**config.mk**
```make
export PLATFORM = sky130hd
export DESIGN_NAME = ccrb_device_flat
export DESIGN_NICKNAME = d
export VERILOG_FILES = /design/src/verilog/ccrb_pkg.sv /design/src/verilog/ccrb_link_if.sv /design/src/verilog/ccrb_device.sv /design/src/flat_wrapper.sv
export VERILOG_INCLUDE_DIRS = /design/src /design/src/verilog
export SDC_FILE = /design/constraint.sdc
export NUM_CORES = 1
export LEC_CHECK = 0
export BUFFER_PORTS_ARGS = -buffer_cell sky130_fd_sc_hd__buf_4
export CAP_MARGIN = 40
export CORE_MARGIN = 5
export CORE_UTILIZATION = 52
export CTS_CLUSTER_SIZE = 10
export DETAILED_ROUTE_END_ITERATION = 12
export PLACE_DENSITY = 0.76
export SETUP_SLACK_MARGIN = 0.4
export SYNTH_ARGS = -nofsm -noshare
export SYNTH_HDL_FRONTEND = slang
export SYNTH_SLANG_ARGS = --single-unit
```
**constraint.sdc**
```tcl
create_clock -name CLOCK -period 2.13 [get_ports CLOCK]
set_input_delay 0.213 -clock CLOCK [delete_from_list [all_inputs] [get_ports CLOCK]]
set_output_delay 0.213 -clock CLOCK [all_outputs]
set_load 0.1 [all_outputs]
```
**src/verilog/ccrb_defines.svh**
```systemverilog
`ifndef CCRB_DEFINES_SVH
`define CCRB_DEFINES_SVH
// Notes on behaviour
// - Register settings only act in extended mode.
// - No power-on reset; host writes every register. Device NRST here loads defaults.
// - Pin-mode level on select pin loads defaults.
// - Address map: 0,1,2,3,A,B,C,D,E; rest reserved.
// - Calibration bit not self-clearing; rewrite 0 then 1.
// - Calibration bit ORed with calibration pin.
// - Phase bit: 0 or 90 degrees, demux only.
// - Swing bit selects output level; resets high.
// - Pattern bit drives fixed test pattern.
// - I power-down bit, pin also active.
// - Q power-down bit, pin also active.
// - Host sets slow-clock bit at low sampling rate.
// - Dual-edge bit selects interleaved sampling mode.
// - Host sets Q input bit in dual-edge mode.
// - Format bit: offset binary or two's complement.
// - Host writes zero to reserved config bits.
// - Frame: rw, 10b, address, dont-care, 16 data.
// - Reads of reserved addresses return zeros.
// - Registers retained through power-down.

// --------
// Register map
// --------
`define CCRB_A_MAIN 4'h0
`define CCRB_A_CMT 4'h1
`define CCRB_A_IOFS 4'h2
`define CCRB_A_IFSR 4'h3
`define CCRB_A_QOFS 4'ha
`define CCRB_A_QFSR 4'hb
`define CCRB_A_DLYC 4'hc
`define CCRB_A_DLYF 4'hd
`define CCRB_A_SYNC 4'he
`define CCRB_IMPL_MASK 16'h7c0f
`define CCRB_DEF_MAIN 16'h2000
`define CCRB_DEF_CMT 16'h2a00
`define CCRB_DEF_IOFS 16'h0000
`define CCRB_DEF_IFSR 16'h4000
`define CCRB_DEF_QOFS 16'h0000
`define CCRB_DEF_QFSR 16'h0000
`define CCRB_DEF_DLYC 16'h0000
`define CCRB_DEF_DLYF 16'h0000
`define CCRB_DEF_SYNC 16'h0000
`define CCRB_ZERO 16'h0000

// --------
// Main configuration fields
// --------
`define CCRB_B_CAL 4'hf
`define CCRB_B_DPS 4'he
`define CCRB_B_OVS 4'hd
`define CCRB_B_TPM 4'hc
`define CCRB_B_PDI 4'hb
`define CCRB_B_PDQ 4'ha
`define CCRB_B_LFS 4'h8
`define CCRB_B_DES 4'h7
`define CCRB_B_DUAL_EDGE_Q_INPUT_SELECT 4'h6
`define CCRB_B_2SC 4'h4
`define CCRB_MAIN_WMASK 16'hfdd0
`define CCRB_M_LFS 16'h0100
`define CCRB_M_DUAL_EDGE_Q_INPUT_SELECT 16'h0040

// --------
// Serial frame
// --------
`define CCRB_RSV_CODE 2'h2
`define CCRB_FRAME_BITS 5'h18
`define CCRB_FRAME_LAST 5'h17
`define CCRB_CMD_LAST 5'h07
`define CCRB_DATA_BITS 5'h10
`define CCRB_HALF_LAST 4'hb
`define CCRB_PIN_RST 7'h09

// --------
// Host Wishbone registers
// --------
`define CCRB_WB_CMD 4'h0
`define CCRB_WB_STAT 4'h4
`define CCRB_F_DATA 15:0
`define CCRB_F_ADDR 19:16
`define CCRB_F_RD 20
`endif

```
**src/verilog/ccrb_pkg.sv**
```systemverilog
`include "ccrb_defines.svh"
package ccrb_pkg;
    typedef logic [15:0] ccrb_word_t;
    typedef logic [3:0] ccrb_addr_t;
    typedef enum {H_INIT, H_IDLE, H_LOW, H_HIGH, H_GAP} ccrb_hstate_t;

    function automatic ccrb_word_t ccrb_default(input ccrb_addr_t a);
        ccrb_word_t v;
        v = `CCRB_ZERO;
        unique case (a)
            `CCRB_A_MAIN: v = `CCRB_DEF_MAIN;
            `CCRB_A_CMT: v = `CCRB_DEF_CMT;
            `CCRB_A_IOFS: v = `CCRB_DEF_IOFS;
            `CCRB_A_IFSR: v = `CCRB_DEF_IFSR;
            `CCRB_A_QOFS: v = `CCRB_DEF_QOFS;
            `CCRB_A_QFSR: v = `CCRB_DEF_QFSR;
            `CCRB_A_DLYC: v = `CCRB_DEF_DLYC;
            `CCRB_A_DLYF: v = `CCRB_DEF_DLYF;
            `CCRB_A_SYNC: v = `CCRB_DEF_SYNC;
            default: v = `CCRB_ZERO;
        endcase
        return v;
    endfunction
endpackage

```
**src/verilog/ccrb_link_if.sv**
```systemverilog
`timescale 1ns/1ps
interface ccrb_link_if;
    logic scs_n;
    logic sclk;
    logic sdi;
    logic sdo;
    logic sdo_oe;
    logic sdo_line;

    // Undriven line reads low; no float modelled
    assign sdo_line = sdo_oe & sdo;

    modport device(
        input scs_n,
        input sclk,
        input sdi,
        output sdo,
        output sdo_oe
    );

    modport host(
        output scs_n,
        output sclk,
        output sdi,
        input sdo_line
    );
endinterface

```
**src/verilog/ccrb_device.sv**
```systemverilog
// Register access over Wishbone was chosen for this implementation.
`timescale 1ns/1ps
`include "ccrb_defines.svh"
module ccrb_device
    import ccrb_pkg::*;
(
    input wire logic CLOCK,
    input wire logic NRST,
    ccrb_link_if.device LINK,
    input wire logic EXT_CONTROL_SELECT_PIN,
    input wire logic CAL_PIN,
    input wire logic CHAN_I_POWERDOWN_PIN,
    input wire logic CHAN_Q_POWERDOWN_PIN,
    output logic EXTENDED_CTRL_MODE,
    output logic CAL_START,
    output logic DDR_PHASE_SELECT,
    output logic OUTPUT_SWING_HIGH,
    output logic PATTERN_OUTPUT_SELECT,
    output logic CHAN_I_POWERDOWN,
    output logic CHAN_Q_POWERDOWN,
    output logic SLOW_CLOCK_SELECT,
    output logic DUAL_EDGE_MODE,
    output logic DUAL_EDGE_Q_INPUT_SELECT,
    output logic TWOS_COMP_FORMAT,
    output ccrb_word_t COMMON_MODE_TRIM,
    output ccrb_word_t I_OFFSET_TRIM,
    output ccrb_word_t I_FULL_SCALE_TRIM,
    output ccrb_word_t Q_OFFSET_TRIM,
    output ccrb_word_t Q_FULL_SCALE_TRIM,
    output ccrb_word_t DELAY_COARSE,
    output ccrb_word_t DELAY_FINE_FILTER,
    output ccrb_word_t SYNC_CTRL
);
    localparam logic [6:0] PIN_RST = `CCRB_PIN_RST;
    localparam logic [15:0] IMPL = `CCRB_IMPL_MASK;

    // --------
    // Pin synchronisers
    // --------
    logic [6:0] pin_raw;
    logic [6:0] sync1;
    logic [6:0] sync2;
    logic [6:0] sync3;
    logic [6:0] pin_f;

    assign pin_raw = {CHAN_Q_POWERDOWN_PIN, CHAN_I_POWERDOWN_PIN, CAL_PIN,
                      EXT_CONTROL_SELECT_PIN, LINK.sdi, LINK.sclk, LINK.scs_n};

    // Filtered level moves only once stages two and three agree
    for (genvar p = 0; p < 7; p++) begin : g_pin
        always_ff @(posedge CLOCK or negedge NRST) begin
            if (!NRST) begin
                sync1[p] <= PIN_RST[p];
                sync2[p] <= PIN_RST[p];
                sync3[p] <= PIN_RST[p];
                pin_f[p] <= PIN_RST[p];
            end else begin
                sync1[p] <= pin_raw[p];
                sync2[p] <= sync1[p];
                sync3[p] <= sync2[p];
                if (sync2[p] == sync3[p]) begin
                    pin_f[p] <= sync3[p];
                end
            end
        end
    end

    wire scs_act = ~pin_f[0];
    wire sclk_lvl = pin_f[1];
    wire sdi_lvl = pin_f[2];
    wire pin_mode = pin_f[3];
    wire extended_ctrl_mode = ~pin_mode;
    wire cal_pin_lvl = pin_f[4];
    wire pdi_pin_lvl = pin_f[5];
    wire pdq_pin_lvl = pin_f[6];

    // --------
    // Serial frame engine
    // --------
    logic sclk_prev;
    logic [4:0] bit_cnt;
    logic [22:0] shift_in;
    logic rd_op;
    ccrb_word_t out_sh;
    ccrb_word_t regs [16];

    wire sclk_rise = sclk_lvl & ~sclk_prev;
    wire sclk_fall = ~sclk_lvl & sclk_prev;
    wire cmd_rise = scs_act & sclk_rise & (bit_cnt == `CCRB_CMD_LAST);
    wire last_rise = scs_act & sclk_rise & (bit_cnt == `CCRB_FRAME_LAST);

    // Command byte as seen at the eighth rising edge
    wire cmd_rd = shift_in[6];
    wire [1:0] cmd_rsv = shift_in[5:4];
    wire [3:0] cmd_addr = shift_in[3:0];
    wire cmd_ok = (cmd_rsv == `CCRB_RSV_CODE);
    wire [15:0] rd_word = (IMPL[cmd_addr] && cmd_ok) ? regs[cmd_addr] : `CCRB_ZERO;

    // Whole frame as seen at the 24th rising edge
    wire [23:0] frame = {shift_in, sdi_lvl};
    wire frm_rd = frame[23];
    wire [1:0] frm_rsv = frame[22:21];
    wire [3:0] wr_addr = frame[20:17];
    wire [15:0] wr_data = frame[15:0];
    // Writes commit only on the 24th edge; a short frame writes nothing
    wire wr_fire = last_rise & ~frm_rd & (frm_rsv == `CCRB_RSV_CODE) & extended_ctrl_mode;

    always_ff @(posedge CLOCK or negedge NRST) begin
        if (!NRST) begin
            sclk_prev <= 1'h0;
        end else begin
            sclk_prev <= sclk_lvl;
        end
    end

    always_ff @(posedge CLOCK or negedge NRST) begin
        if (!NRST) begin
            bit_cnt <= 5'h00;
            shift_in <= 23'h000000;
        end else if (!scs_act) begin
            bit_cnt <= 5'h00;
        end else if (sclk_rise && bit_cnt != `CCRB_FRAME_BITS) begin
            shift_in <= {shift_in[21:0], sdi_lvl};
            bit_cnt <= bit_cnt + 5'h01;
        end
    end

    // Data leaves on falling edges from the eighth one; D0 repeats
    // while the select stays low past the frame end.
    always_ff @(posedge CLOCK or negedge NRST) begin
        if (!NRST) begin
            rd_op <= 1'h0;
            out_sh <= `CCRB_ZERO;
            LINK.sdo <= 1'h0;
            LINK.sdo_oe <= 1'h0;
        end else if (!scs_act) begin
            rd_op <= 1'h0;
            LINK.sdo_oe <= 1'h0;
        end else if (cmd_rise) begin
            rd_op <= cmd_rd;
            out_sh <= rd_word;
        end else if (sclk_fall && rd_op) begin
            LINK.sdo_oe <= 1'h1;
            LINK.sdo <= out_sh[15];
            out_sh <= {out_sh[14:0], out_sh[0]};
        end
    end

    // --------
    // Register storage
    // --------
    for (genvar r = 0; r < 16; r++) begin : g_reg
        localparam logic [3:0] IDX = 4'(r);
        if (IMPL[r]) begin : g_impl
            ccrb_word_t q;
            // Power-down states have no path here, so contents stay
            always_ff @(posedge CLOCK or negedge NRST) begin
                if (!NRST) begin
                    q <= ccrb_default(IDX);
                end else if (pin_mode) begin
                    q <= ccrb_default(IDX);
                end else if (wr_fire && wr_addr == IDX) begin
                    q <= wr_data;
                end
            end
            assign regs[r] = q;
        end else begin : g_rsv
            // Nothing to store, so a reserved write changes nothing
            assign regs[r] = `CCRB_ZERO;
        end
    end

    assign COMMON_MODE_TRIM = regs[`CCRB_A_CMT];
    assign I_OFFSET_TRIM = regs[`CCRB_A_IOFS];
    assign I_FULL_SCALE_TRIM = regs[`CCRB_A_IFSR];
    assign Q_OFFSET_TRIM = regs[`CCRB_A_QOFS];
    assign Q_FULL_SCALE_TRIM = regs[`CCRB_A_QFSR];
    assign DELAY_COARSE = regs[`CCRB_A_DLYC];
    assign DELAY_FINE_FILTER = regs[`CCRB_A_DLYF];
    assign SYNC_CTRL = regs[`CCRB_A_SYNC];

    // --------
    // Effective configuration
    // --------
    // Pin mode falls back to defaults whatever the storage holds
    wire [15:0] main_eff = extended_ctrl_mode ? regs[`CCRB_A_MAIN] : `CCRB_DEF_MAIN;
    wire cal_req = (extended_ctrl_mode & main_eff[`CCRB_B_CAL]) | cal_pin_lvl;
    logic cal_prev;

    always_ff @(posedge CLOCK or negedge NRST) begin
        if (!NRST) begin
            cal_prev <= 1'h0;
            CAL_START <= 1'h0;
        end else begin
            cal_prev <= cal_req;
            // A held request gives one pulse; both sources must drop first
            CAL_START <= cal_req & ~cal_prev;
        end
    end

    always_ff @(posedge CLOCK or negedge NRST) begin
        if (!NRST) begin
            EXTENDED_CTRL_MODE <= 1'h0;
            DDR_PHASE_SELECT <= 1'h0;
            OUTPUT_SWING_HIGH <= 1'h1;
            PATTERN_OUTPUT_SELECT <= 1'h0;
            CHAN_I_POWERDOWN <= 1'h0;
            CHAN_Q_POWERDOWN <= 1'h0;
            SLOW_CLOCK_SELECT <= 1'h0;
            DUAL_EDGE_MODE <= 1'h0;
            DUAL_EDGE_Q_INPUT_SELECT <= 1'h0;
            TWOS_COMP_FORMAT <= 1'h0;
        end else begin
            EXTENDED_CTRL_MODE <= extended_ctrl_mode;
            DDR_PHASE_SELECT <= main_eff[`CCRB_B_DPS];
            OUTPUT_SWING_HIGH <= main_eff[`CCRB_B_OVS];
            PATTERN_OUTPUT_SELECT <= main_eff[`CCRB_B_TPM];
            CHAN_I_POWERDOWN <= main_eff[`CCRB_B_PDI] | pdi_pin_lvl;
            CHAN_Q_POWERDOWN <= main_eff[`CCRB_B_PDQ] | pdq_pin_lvl;
            SLOW_CLOCK_SELECT <= main_eff[`CCRB_B_LFS];
            DUAL_EDGE_MODE <= main_eff[`CCRB_B_DES];
            DUAL_EDGE_Q_INPUT_SELECT <= main_eff[`CCRB_B_DUAL_EDGE_Q_INPUT_SELECT];
            TWOS_COMP_FORMAT <= main_eff[`CCRB_B_2SC];
        end
    end
endmodule

```
**src/flat_wrapper.sv**
```systemverilog
// flat-port wrapper written by rule: the top's interface ports become plain ports
module ccrb_device_flat import ccrb_pkg::*;
  (CLOCK, NRST, EXT_CONTROL_SELECT_PIN, CAL_PIN, CHAN_I_POWERDOWN_PIN, CHAN_Q_POWERDOWN_PIN, EXTENDED_CTRL_MODE, CAL_START, DDR_PHASE_SELECT, OUTPUT_SWING_HIGH, PATTERN_OUTPUT_SELECT, CHAN_I_POWERDOWN, CHAN_Q_POWERDOWN, SLOW_CLOCK_SELECT, DUAL_EDGE_MODE, DUAL_EDGE_Q_INPUT_SELECT, TWOS_COMP_FORMAT, COMMON_MODE_TRIM, I_OFFSET_TRIM, I_FULL_SCALE_TRIM, Q_OFFSET_TRIM, Q_FULL_SCALE_TRIM, DELAY_COARSE, DELAY_FINE_FILTER, SYNC_CTRL, LINK_scs_n, LINK_sclk, LINK_sdi, LINK_sdo, LINK_sdo_oe);
  ccrb_link_if LINK_i ();
  input wire logic CLOCK;
  input wire logic NRST;
  input wire logic EXT_CONTROL_SELECT_PIN;
  input wire logic CAL_PIN;
  input wire logic CHAN_I_POWERDOWN_PIN;
  input wire logic CHAN_Q_POWERDOWN_PIN;
  output logic EXTENDED_CTRL_MODE;
  output logic CAL_START;
  output logic DDR_PHASE_SELECT;
  output logic OUTPUT_SWING_HIGH;
  output logic PATTERN_OUTPUT_SELECT;
  output logic CHAN_I_POWERDOWN;
  output logic CHAN_Q_POWERDOWN;
  output logic SLOW_CLOCK_SELECT;
  output logic DUAL_EDGE_MODE;
  output logic DUAL_EDGE_Q_INPUT_SELECT;
  output logic TWOS_COMP_FORMAT;
  output ccrb_word_t COMMON_MODE_TRIM;
  output ccrb_word_t I_OFFSET_TRIM;
  output ccrb_word_t I_FULL_SCALE_TRIM;
  output ccrb_word_t Q_OFFSET_TRIM;
  output ccrb_word_t Q_FULL_SCALE_TRIM;
  output ccrb_word_t DELAY_COARSE;
  output ccrb_word_t DELAY_FINE_FILTER;
  output ccrb_word_t SYNC_CTRL;
  input wire logic [$bits(LINK_i.scs_n)-1:0] LINK_scs_n;
  input wire logic [$bits(LINK_i.sclk)-1:0] LINK_sclk;
  input wire logic [$bits(LINK_i.sdi)-1:0] LINK_sdi;
  output wire logic [$bits(LINK_i.sdo)-1:0] LINK_sdo;
  output wire logic [$bits(LINK_i.sdo_oe)-1:0] LINK_sdo_oe;
  assign LINK_i.scs_n = LINK_scs_n;
  assign LINK_i.sclk = LINK_sclk;
  assign LINK_i.sdi = LINK_sdi;
  assign LINK_sdo = LINK_i.sdo;
  assign LINK_sdo_oe = LINK_i.sdo_oe;
  ccrb_device u_core (.CLOCK(CLOCK), .NRST(NRST), .LINK(LINK_i), .EXT_CONTROL_SELECT_PIN(EXT_CONTROL_SELECT_PIN), .CAL_PIN(CAL_PIN), .CHAN_I_POWERDOWN_PIN(CHAN_I_POWERDOWN_PIN), .CHAN_Q_POWERDOWN_PIN(CHAN_Q_POWERDOWN_PIN), .EXTENDED_CTRL_MODE(EXTENDED_CTRL_MODE), .CAL_START(CAL_START), .DDR_PHASE_SELECT(DDR_PHASE_SELECT), .OUTPUT_SWING_HIGH(OUTPUT_SWING_HIGH), .PATTERN_OUTPUT_SELECT(PATTERN_OUTPUT_SELECT), .CHAN_I_POWERDOWN(CHAN_I_POWERDOWN), .CHAN_Q_POWERDOWN(CHAN_Q_POWERDOWN), .SLOW_CLOCK_SELECT(SLOW_CLOCK_SELECT), .DUAL_EDGE_MODE(DUAL_EDGE_MODE), .DUAL_EDGE_Q_INPUT_SELECT(DUAL_EDGE_Q_INPUT_SELECT), .TWOS_COMP_FORMAT(TWOS_COMP_FORMAT), .COMMON_MODE_TRIM(COMMON_MODE_TRIM), .I_OFFSET_TRIM(I_OFFSET_TRIM), .I_FULL_SCALE_TRIM(I_FULL_SCALE_TRIM), .Q_OFFSET_TRIM(Q_OFFSET_TRIM), .Q_FULL_SCALE_TRIM(Q_FULL_SCALE_TRIM), .DELAY_COARSE(DELAY_COARSE), .DELAY_FINE_FILTER(DELAY_FINE_FILTER), .SYNC_CTRL(SYNC_CTRL));
endmodule
```
Word-level counts from Yosys, hierarchy flattened --
Memories as Yosys holds them, arrays and structs flattened. Index checks and enable logic that the tools add are counted. W data, S select, Z words.
Operators by class: magnitude comparators 2, reduce and logical (&&, ||, !) cells 31, multiplexer cells 33, bitwise operators 21, add/subtract/negate cells 1, equal/unequal tests 21
Operators by type and width (number):
- $mux W16 | 24
- $bmux W16 S4 | 1
- $reduce_bool A2 Y1 | 13
- $eq A4 B4 Y1 const B | 5
- $logic_and A1 B1 Y1 | 12
- $and A1 B1 Y1 | 10
- $mux W5 | 2
- $eq A4 B2 Y1 const B | 2
- $reduce_and A2 Y1 | 4
- $eq A1 B1 Y1 | 7
- $not A1 Y1 | 7
- $mux W1 | 6
- $add A5 B1 Y5 const B | 1
- $eq A5 B3 Y1 const B | 1
- $eq A5 B5 Y1 const B | 1
- $ge A5 B5 Y1 const B | 1
- $lt A4 B5 Y1 const B | 1
- $ne A5 B5 Y1 const B | 1
- $not A4 Y5 | 1
- $eq A2 B2 Y1 const B | 2
- $eq A4 B1 Y1 const B | 1
- $logic_not A4 Y1 | 1
- $or A1 B1 Y1 | 3
- $reduce_and A3 Y1 | 1
- $ne A2 B1 Y1 const B | 1
Word-level totals: bits in registers 232, logic and storage cells 167, memories kept 1, output and inout port bits 141, memory bits (read-only) 16, input port bits 9
Memories:
- (name not given) | depth 16, bits a word 1, rd ports 1, clocked after Yosys merged registers in 0, wr ports 0, line ccrb_device.sv:97 | wire [15:0] rd_word = (IMPL[cmd_addr] && cmd_ok) ? regs[cmd_addr] : `CCRB_ZERO;

Depth between registers and ports, before layout --
Gate-level depths: netlist (run 1).
depth in word-level cells 10, gate-level depth with buffers 8

Worst setup path after synthesis (run 1) --
Ideal clock, no wire load.
path type register to register, from register u_core.bit_cnt[1], to register u_core.g_reg[3].g_impl.q[9], in the netlist u_core.I_FULL_SCALE_TRIM[9], path buffers 3, arrival time 1932 ps, data required time 2005 ps, stages on the path, launching flop included 9, slack 74 ps, clock period less this slack 2056 ps, cells stage by stage dfrtp_1 -> ha_1 -> nor4bb_4 -> and4_1 -> buf_4 -> and4_1 -> buf_4 -> buf_8 -> mux2_2
Between the ends: word-level cells in the longest chain between the ends 7
RTL lines:
- from (decl) | line ccrb_device.sv:81 | logic [4:0] bit_cnt;
- from (signal assigned) | line ccrb_device.sv:124 | bit_cnt <= bit_cnt + 5'h01;
- $eq A5 B5 Y1 (no source line)
- $and A1 B1 Y1 | line ccrb_device.sv:90 | wire last_rise = scs_act & sclk_rise & (bit_cnt == `CCRB_FRAME_LAST);
- $and A1 B1 Y1 (3 in series) | line ccrb_device.sv:106 | wire wr_fire = last_rise & ~frm_rd & (frm_rsv == `CCRB_RSV_CODE) & extended_ctrl_mode;
- $logic_and A1 B1 Y1 | line ccrb_device.sv:162 | end else if (wr_fire && wr_addr == IDX) begin
- $reduce_bool A2 Y1 (no source line)
- to (signal assigned) | line ccrb_device.sv:159 | q <= ccrb_default(IDX);
- to (signal assigned) | line ccrb_device.sv:161 | q <= ccrb_default(IDX);
- to (signal assigned) | line ccrb_device.sv:163 | q <= wr_data;
- to (decl) | line ccrb_device.sv:155 | ccrb_word_t q;
Every way passes these cells. A chain may end at the register's enable or synchronous reset.

Worst setup path after layout (run 1) --
from register u_core.bit_cnt[1], to register u_core.g_reg[1].g_impl.q[8], in the netlist u_core.COMMON_MODE_TRIM[8]
Between the ends: word-level cells in the longest chain between the ends 7
RTL lines (line):
- $eq A5 B5 Y1 (no source line)
- $and A1 B1 Y1 | ccrb_device.sv:90
- $and A1 B1 Y1 (3 in series) | ccrb_device.sv:106
- $logic_and A1 B1 Y1 | ccrb_device.sv:162
- $reduce_bool A2 Y1 (no source line)
- to (signal assigned) | ccrb_device.sv:159
- to (signal assigned) | ccrb_device.sv:161
- to (signal assigned) | ccrb_device.sv:163
- to (decl) | ccrb_device.sv:155
Every way passes these cells.

==> results.json, run 1 <==
{
  "wl_mm": 30.9,
  "drive_above_1_share_pct": 35.4,
  "maxSlewViolCount": 0,
  "ys_async_sr_fraction_pct": 100,
  "period_minus_slack_ns": 1.94,
  "tightestPinTransition_ns": 0.727,
  "nets": 1096,
  "dr_total_vias": 8071,
  "clkSinkCount": 232,
  "cts-root-buf": "clkbuf_16",
  "cts_tree": "done",
  "drv_cap": 0,
  "hold_class": "in -> async",
  "fmax_ghz": 0.514,
  "slew-limit-headroom_pct": 51.5,
  "coreArea_sq_um": 20000,
  "grt-ovfl-total": 0,
  "netlist.area_leader.share_pct": 52.0,
  "fin_tns_setup_ns": 0,
  "powerDensity_nw_per_um2": 820,
  "yosysTopAreaCell": "dfrtp_1",
  "clk_pin_slew_ns": 0.06,
  "status": "finished clean",
  "drt_iter0_drc": 707,
  "synth_edf_count": 0,
  "fin_crit_sh_pct": 91.3,
  "wl_per_cell_microns": 22.4,
  "synthFlopType": "dfrtp_1",
  "yosys_warnings": 0,
  "ys_seq_area_share_pct": 55.5,
  "avgSynthCellArea_sq_um": 12.0,
  "critPathRequiredTime_ns": 2.57,
  "worstSetupEndpointType": "flip-flop",
  "synthesis.instances": 872,
  "die_area_sq_um": 23100,
  "fillers": 1393,
  "grt_first_pass_wirelength_mm": 47.0,
  "fin_skew_ns": 0.0190,
  "clockBufferDepth": 3,
  "numCtsBuffers": 27,
  "grt_max_degree": 73,
  "cellLeakagePower_nw": 6.94,
  "grt_pass1_vias": 8240,
  "grt.total_usage_pct": 25.0,
  "arrival_ns": 2.38,
  "rsz0062_at_grt": "yes",
  "antenna_found_initial": 0,
  "drtAntennaViolNets": 0,
  "row_count": 52,
  "dr.pass1.iters": 5,
  "io_pins": 150,
  "start_util_pct": 52.3,
  "setup_viol": 0,
  "ys_top_cells_by_area": "dfrtp_1 (52%), mux2i_1 (16%), nand2_1 (5.3%)",
  "post-place-cells": 1281,
  "syn_nets": 883,
  "critPathLaunchType": "flip-flop",
  "drc": 0,
  "final_common_cell": "dfrtp_1",
  "die_h_microns": 152,
  "gp_congestion": 0.858,
  "io_buffers": 149,
  "htreeDepth": 1,
  "area_growth_pct": 32.7,
  "mostFrequentLayoutCells": "dfrtp_1 (212), buf_4 (206), mux2i_1 (164), nand2_1 (147), o21ai_0 (33)",
  "yosys_register_bits": 232,
  "via_per_inst": 5.87,
  "ir_worst_vdd_mv": 0.552,
  "synth.distinct_cells": 48,
  "fin_cells": 1375,
  "hpwl_mm": 19.0,
  "crit_path_max_fanout": 12,
  "finalHoldViolCount": 0,
  "clock_latency_ns": 0.53,
  "diodes": 0,
  "worstSetupPathType": "reg -> reg",
  "synth_area_sq_um": 10500,
  "die_w_microns": 152
}
-- cells by family (layout without fill, tap and decap cells) --
family / after synthesis / after routing / share of synthesized area [%]
DFF: 232 / 232 / 55.5
and+or+nand+nor: 228 / 228 / 10.2
muxes: 218 / 218 / 22.9
AOI/OAI and AO/OA: 90 / 90 / 5.89
xor gates and xnor gates: 4 / 4 / 0.334
buffers and inverters: 91 / 324 / 4.28
adders and majority gates: 9 / 9 / 0.907
-- sequential cells by signal, summed over array words and instances (netlist names), 7 cells and up --
register                  cells
u_core.I_OFFSET_TRIM         16
u_core.SYNC_CTRL             16
u_core.sync2                  7
u_core.out_sh                16
u_core.shift_in              23
u_core.sync1                  7
u_core.Q_FULL_SCALE_TRIM     16
u_core.I_FULL_SCALE_TRIM     16
u_core.sync3                  7
u_core.Q_OFFSET_TRIM         16
u_core.COMMON_MODE_TRIM      16
u_core.DELAY_FINE_FILTER     16
u_core.g.g_impl.q            16
u_core.DELAY_COARSE          16
-- per-layer routing --
layer	vias up	GRT usage (%)	part of all wire, %
met5	-	0	0
met4	0	7.83	3.1
met3	82	5.52	7.9
met2	395	39.9	48
met1	4101	34.5	41
li1	3493	-	-
-- cell type report --
class | instances | area (sq um) | share of cell area, %
Sequential cell | 232 | 5830 | 41.9
Multi-Input combinational cell | 549 | 4610 | 33.2
Timing Repair Buffer | 247 | 2260 | 16.3
Inverter | 28 | 110 | 0.791
Clock inverter | 1 | 5.00 | 0.0360
Tap cell | 270 | 338 | 2.43
Clock buffer | 48 | 754 | 5.42
-- worst max-delay path, stage by stage, from the launching register on --
cell and delay [ns]:
dfrtp_1 0.37, ha_2 0.20, nor4bb_4 0.21, and4_4 0.28, buf_12 0.16, and3_4 0.24
buf_12 0.15, mux2i_2 0.24
-- Yosys cell counts, types with 3 or more instances --
| cell type | n |
|---|---|
| nor2_1 | 29 |
| dfrtp_1 | 218 |
| nand3_1 | 4 |
| buf_1 | 3 |
| mux4_2 | 14 |
| buf_2 | 14 |
| a211oi_1 | 3 |
| a221o_1 | 12 |
| inv_1 | 28 |
| buf_6 | 6 |
| a31oi_1 | 15 |
| mux2_1 | 3 |
| maj3_1 | 7 |
| xor2_1 | 3 |
| and3_1 | 4 |
| nand3b_1 | 3 |
| nand2b_1 | 4 |
| and4_1 | 3 |
| mux2_2 | 29 |
| mux2i_1 | 172 |
| a21oi_1 | 7 |
| buf_4 | 6 |
| o21ai_0 | 33 |
| dfstp_2 | 14 |
| nand2_1 | 149 |
| clkbuf_1 | 32 |
| o32ai_1 | 16 |
| nor2b_1 | 15 |
-- timing repair --
action,CTS,global route
endpoints found under the setup margin,178,188
gates cloned,4,2
resized for setup,48,52
buffers inserted,17,14
endpoints found under the hold margin,69,0
pin swaps,19,9
hold buffers,8,0
-- stage by stage --
stage / util [%] / setup WS (ns) / hold WS [ns] / power, mW / area, sq um
after detailed placement: 60.6 / 0.145 / 0.233 / 6.99 / 12200
after floorplan: - / 0.189 / -0.0826 / 6.16 / 10600
after global routing: 69.4 / 0.0931 / 0.323 / 11.8 / 13900
after CTS: 67.3 / 0.223 / 0.274 / 11.2 / 13500
final: 69.4 / 0.186 / 0.254 / 11.4 / 13900
after global placement: 60.6 / 0.247 / 0.231 / 6.96 / 12200
-- final timing paths --
path / from / cells after the start / endpoint / slack, ns
max: u_core.bit_cnt[1] / 7 / u_core.COMMON_MODE_TRIM[8] / 0.19
min: NRST / 2 / u_core.bit_cnt[3] / 0.25
max reg2reg: u_core.bit_cnt[1] / 7 / u_core.COMMON_MODE_TRIM[8] / 0.19
min reg2reg: u_core.sync1[2] / 0 / u_core.sync2[2] / 0.35
max in group asynchronous: NRST / 3 / u_core.COMMON_MODE_TRIM[11] / 1.11
min in group CLOCK: EXT_CONTROL_SELECT_PIN / 2 / u_core.sync1[3] / 0.33
-- report_power, final --
| group | switching [mW] | leakage [nW] | internal, mW | total (mW) |
|---|---|---|---|---|
| clock | 1.73 | 0.361 | 2.36 | 4.09 |
| combinational | 1.68 | 3.46 | 0.911 | 2.59 |
| sequential | 0.174 | 3.11 | 4.55 | 4.73 |
(Power assumes the default switching activity.)
==> inputs of run 2 (changes only) <==
- CORE_MARGIN: 5 -> default
- CTS_BUF_LIST: default -> sky130_fd_sc_hd__clkbuf_16
- PLACE_DENSITY: 0.76 -> default
- PLACE_DENSITY_LB_ADDON: default -> 0.08
==> results.json, run 2 (same netlist as run 1, synthesis figures left out) <==
{
  "grt_max_degree": 66,
  "grt-ovfl-total": 0,
  "critPathLaunchType": "flip-flop",
  "grt.total_usage_pct": 27.6,
  "rsz0062_at_grt": "yes",
  "grt_pass1_vias": 7493,
  "row_count": 51,
  "clkSinkCount": 232,
  "critPathMaxStageDelay_ns": 0.36,
  "cts-root-buf": "clkbuf_16",
  "period_minus_slack_ns": 1.86,
  "critPathRequiredTime_ns": 2.54,
  "setup_viol": 0,
  "placed_area_sq_um": 12200,
  "crit_path_cell_trace": "buf_4 -> buf_6 -> inv_4 -> ha_2 -> nand4b_1 -> nand2_2 -> nor2_4 -> buf_6 -> clkbuf_16 -> mux2_2",
  "dr.pass1.iters": 5,
  "area_growth_pct": 34.5,
  "largest_reg_flops": 23,
  "hold_ws_ns": 0.149,
  "gp_congestion": 0.816,
  "dr.max_layer_used": "met4",
  "drtAntennaViolNets": 0,
  "design_area_sq_um": 14100,
  "fin_skew_ns": 0.0130,
  "wl_per_cell_microns": 21.6,
  "maxSlewViolCount": 0,
  "cellLeakagePower_nw": 7.10,
  "wl_mm": 29.9,
  "dr_wl_met2_mm": 14.4,
  "antenna_found_initial": 0,
  "drt_iter0_drc": 583,
  "via_per_inst": 5.73,
  "fin_crit_sh_pct": 87.1,
  "crit_path_max_fanout": 6,
  "numCtsBuffers": 27,
  "io_buffers": 149,
  "diodes": 0,
  "r2r_start": "u_core.bit_cnt[0]",
  "start_util_pct": 53.5,
  "clk_pin_slew_ns": 0.06,
  "largest_register": "u_core.shift_in",
  "hpwl_mm": 18.4,
  "htreeDepth": 1,
  "hold_class": "in -> async",
  "slew-limit-headroom_pct": 66.8,
  "tightestPinTransition_ns": 0.496,
  "clockBufferDepth": 3,
  "powerDensity_nw_per_um2": 830,
  "drv_cap": 0,
  "wl_met1_mm": 13.2,
  "ir_worst_vdd_mv": 0.607,
  "nets": 1106,
  "drive_above_1_share_pct": 36.8,
  "worstSetupPathType": "reg -> reg",
  "place_ws_ns": 0.140,
  "die_h_microns": 144,
  "grt_first_pass_wirelength_mm": 43.4,
  "crit_slowest_cell": "dfrtp_1",
  "crit_top_cell": "buf_6",
  "arrival_ns": 2.26,
  "clock_latency_ns": 0.53,
  "dr_wl_met3_mm": 1.81,
  "fillers": 1366,
  "coreArea_sq_um": 19600,
  "drc": 0,
  "crit_start": "u_core.bit_cnt[0]",
  "fin_tns_setup_ns": 0,
  "die_area_sq_um": 20700,
  "io_pins": 150,
  "cts_tree": "done",
  "final_common_cell": "dfrtp_1",
  "status": "finished clean",
  "dr_total_vias": 7907,
  "worstSetupEndpointType": "flip-flop",
  "mostFrequentLayoutCells": "dfrtp_1 (210), buf_4 (208), mux2i_1 (171), nand2_1 (147), inv_1 (44)",
  "fmax_ghz": 0.539,
  "finalHoldViolCount": 0,
  "die_w_microns": 144,
  "setup_slack_ns": 0.274
}
## run 2: report_power, final
group / switching [mW] / leakage [nW] / internal [mW]
Combinational: 1.78 / 3.55 / 1.17
Sequential: 0.184 / 3.11 / 4.56
Clock: 1.75 / 0.441 / 2.26
Total: 3.72 / 7.10 / 7.99
## run 2: layout make-up
cell class,instances,area (sq um),share of cell area [%]
well taps,265,332,2.35
repair buffers,257,2380,16.8
multi-input cells,549,4690,33.3
inverters,28,113,0.798
clock buffers,27,676,4.79
flip-flops and latches,232,5840,41.4
clock inverters,22,83.8,0.594
## run 2: metrics by stage
stage / instances / util [%] / total power, mW
2_1_floorplan: 872 / - / 6.16
3_3_place_gp: 1278 / 62.3 / 6.99
3_5_place_dp: 1278 / 62.3 / 7.00
4_1_cts: 1352 / 68.2 / 11.1
5_1_grt: 1380 / 72.0 / 12.2
6_report: 1380 / 72.0 / 11.7
## run 2: timing repair
| item | CTS | global route |
|---|---|---|
| endpoints found under the hold margin | 225 | 0 |
| pin swaps | 4 | 23 |
| setup endpoints to repair | 163 | 182 |
| gates resized for setup | 32 | 83 |
| cloned | 2 | 5 |
| hold buffers | 8 | 0 |
| setup buffers | 15 | 23 |
## run 2: layer usage
layer	global-route usage, %	vias to the layer above
met5	0	-
met4	6.89	0
met3	4.01	38
met2	42.9	291
met1	40.7	4081
li1	-	3497
## run 2: worst paths after layout
kind	endpoint	slack (ns)	depth (start not counted)
setup / recovery	u_core.shift_in[21]	0.27	10
hold / removal	u_core.DELAY_COARSE[2]	0.15	2
setup reg to reg	u_core.shift_in[21]	0.27	10
hold reg to reg	u_core.sync2[1]	0.35	0
max in group asynchronous	u_core.sync3[3]	1.27	3
min in group CLOCK	u_core.sync1[6]	0.34	2
## run 2: critical path: cells and delay by family, from the launching register on
kind	cells	cell delay [ns]
adders and majority gates	1	0.16
DFF	1	0.36
buffers and inverters	5	0.53
muxes	1	0.33
and+or+nand+nor	3	0.35
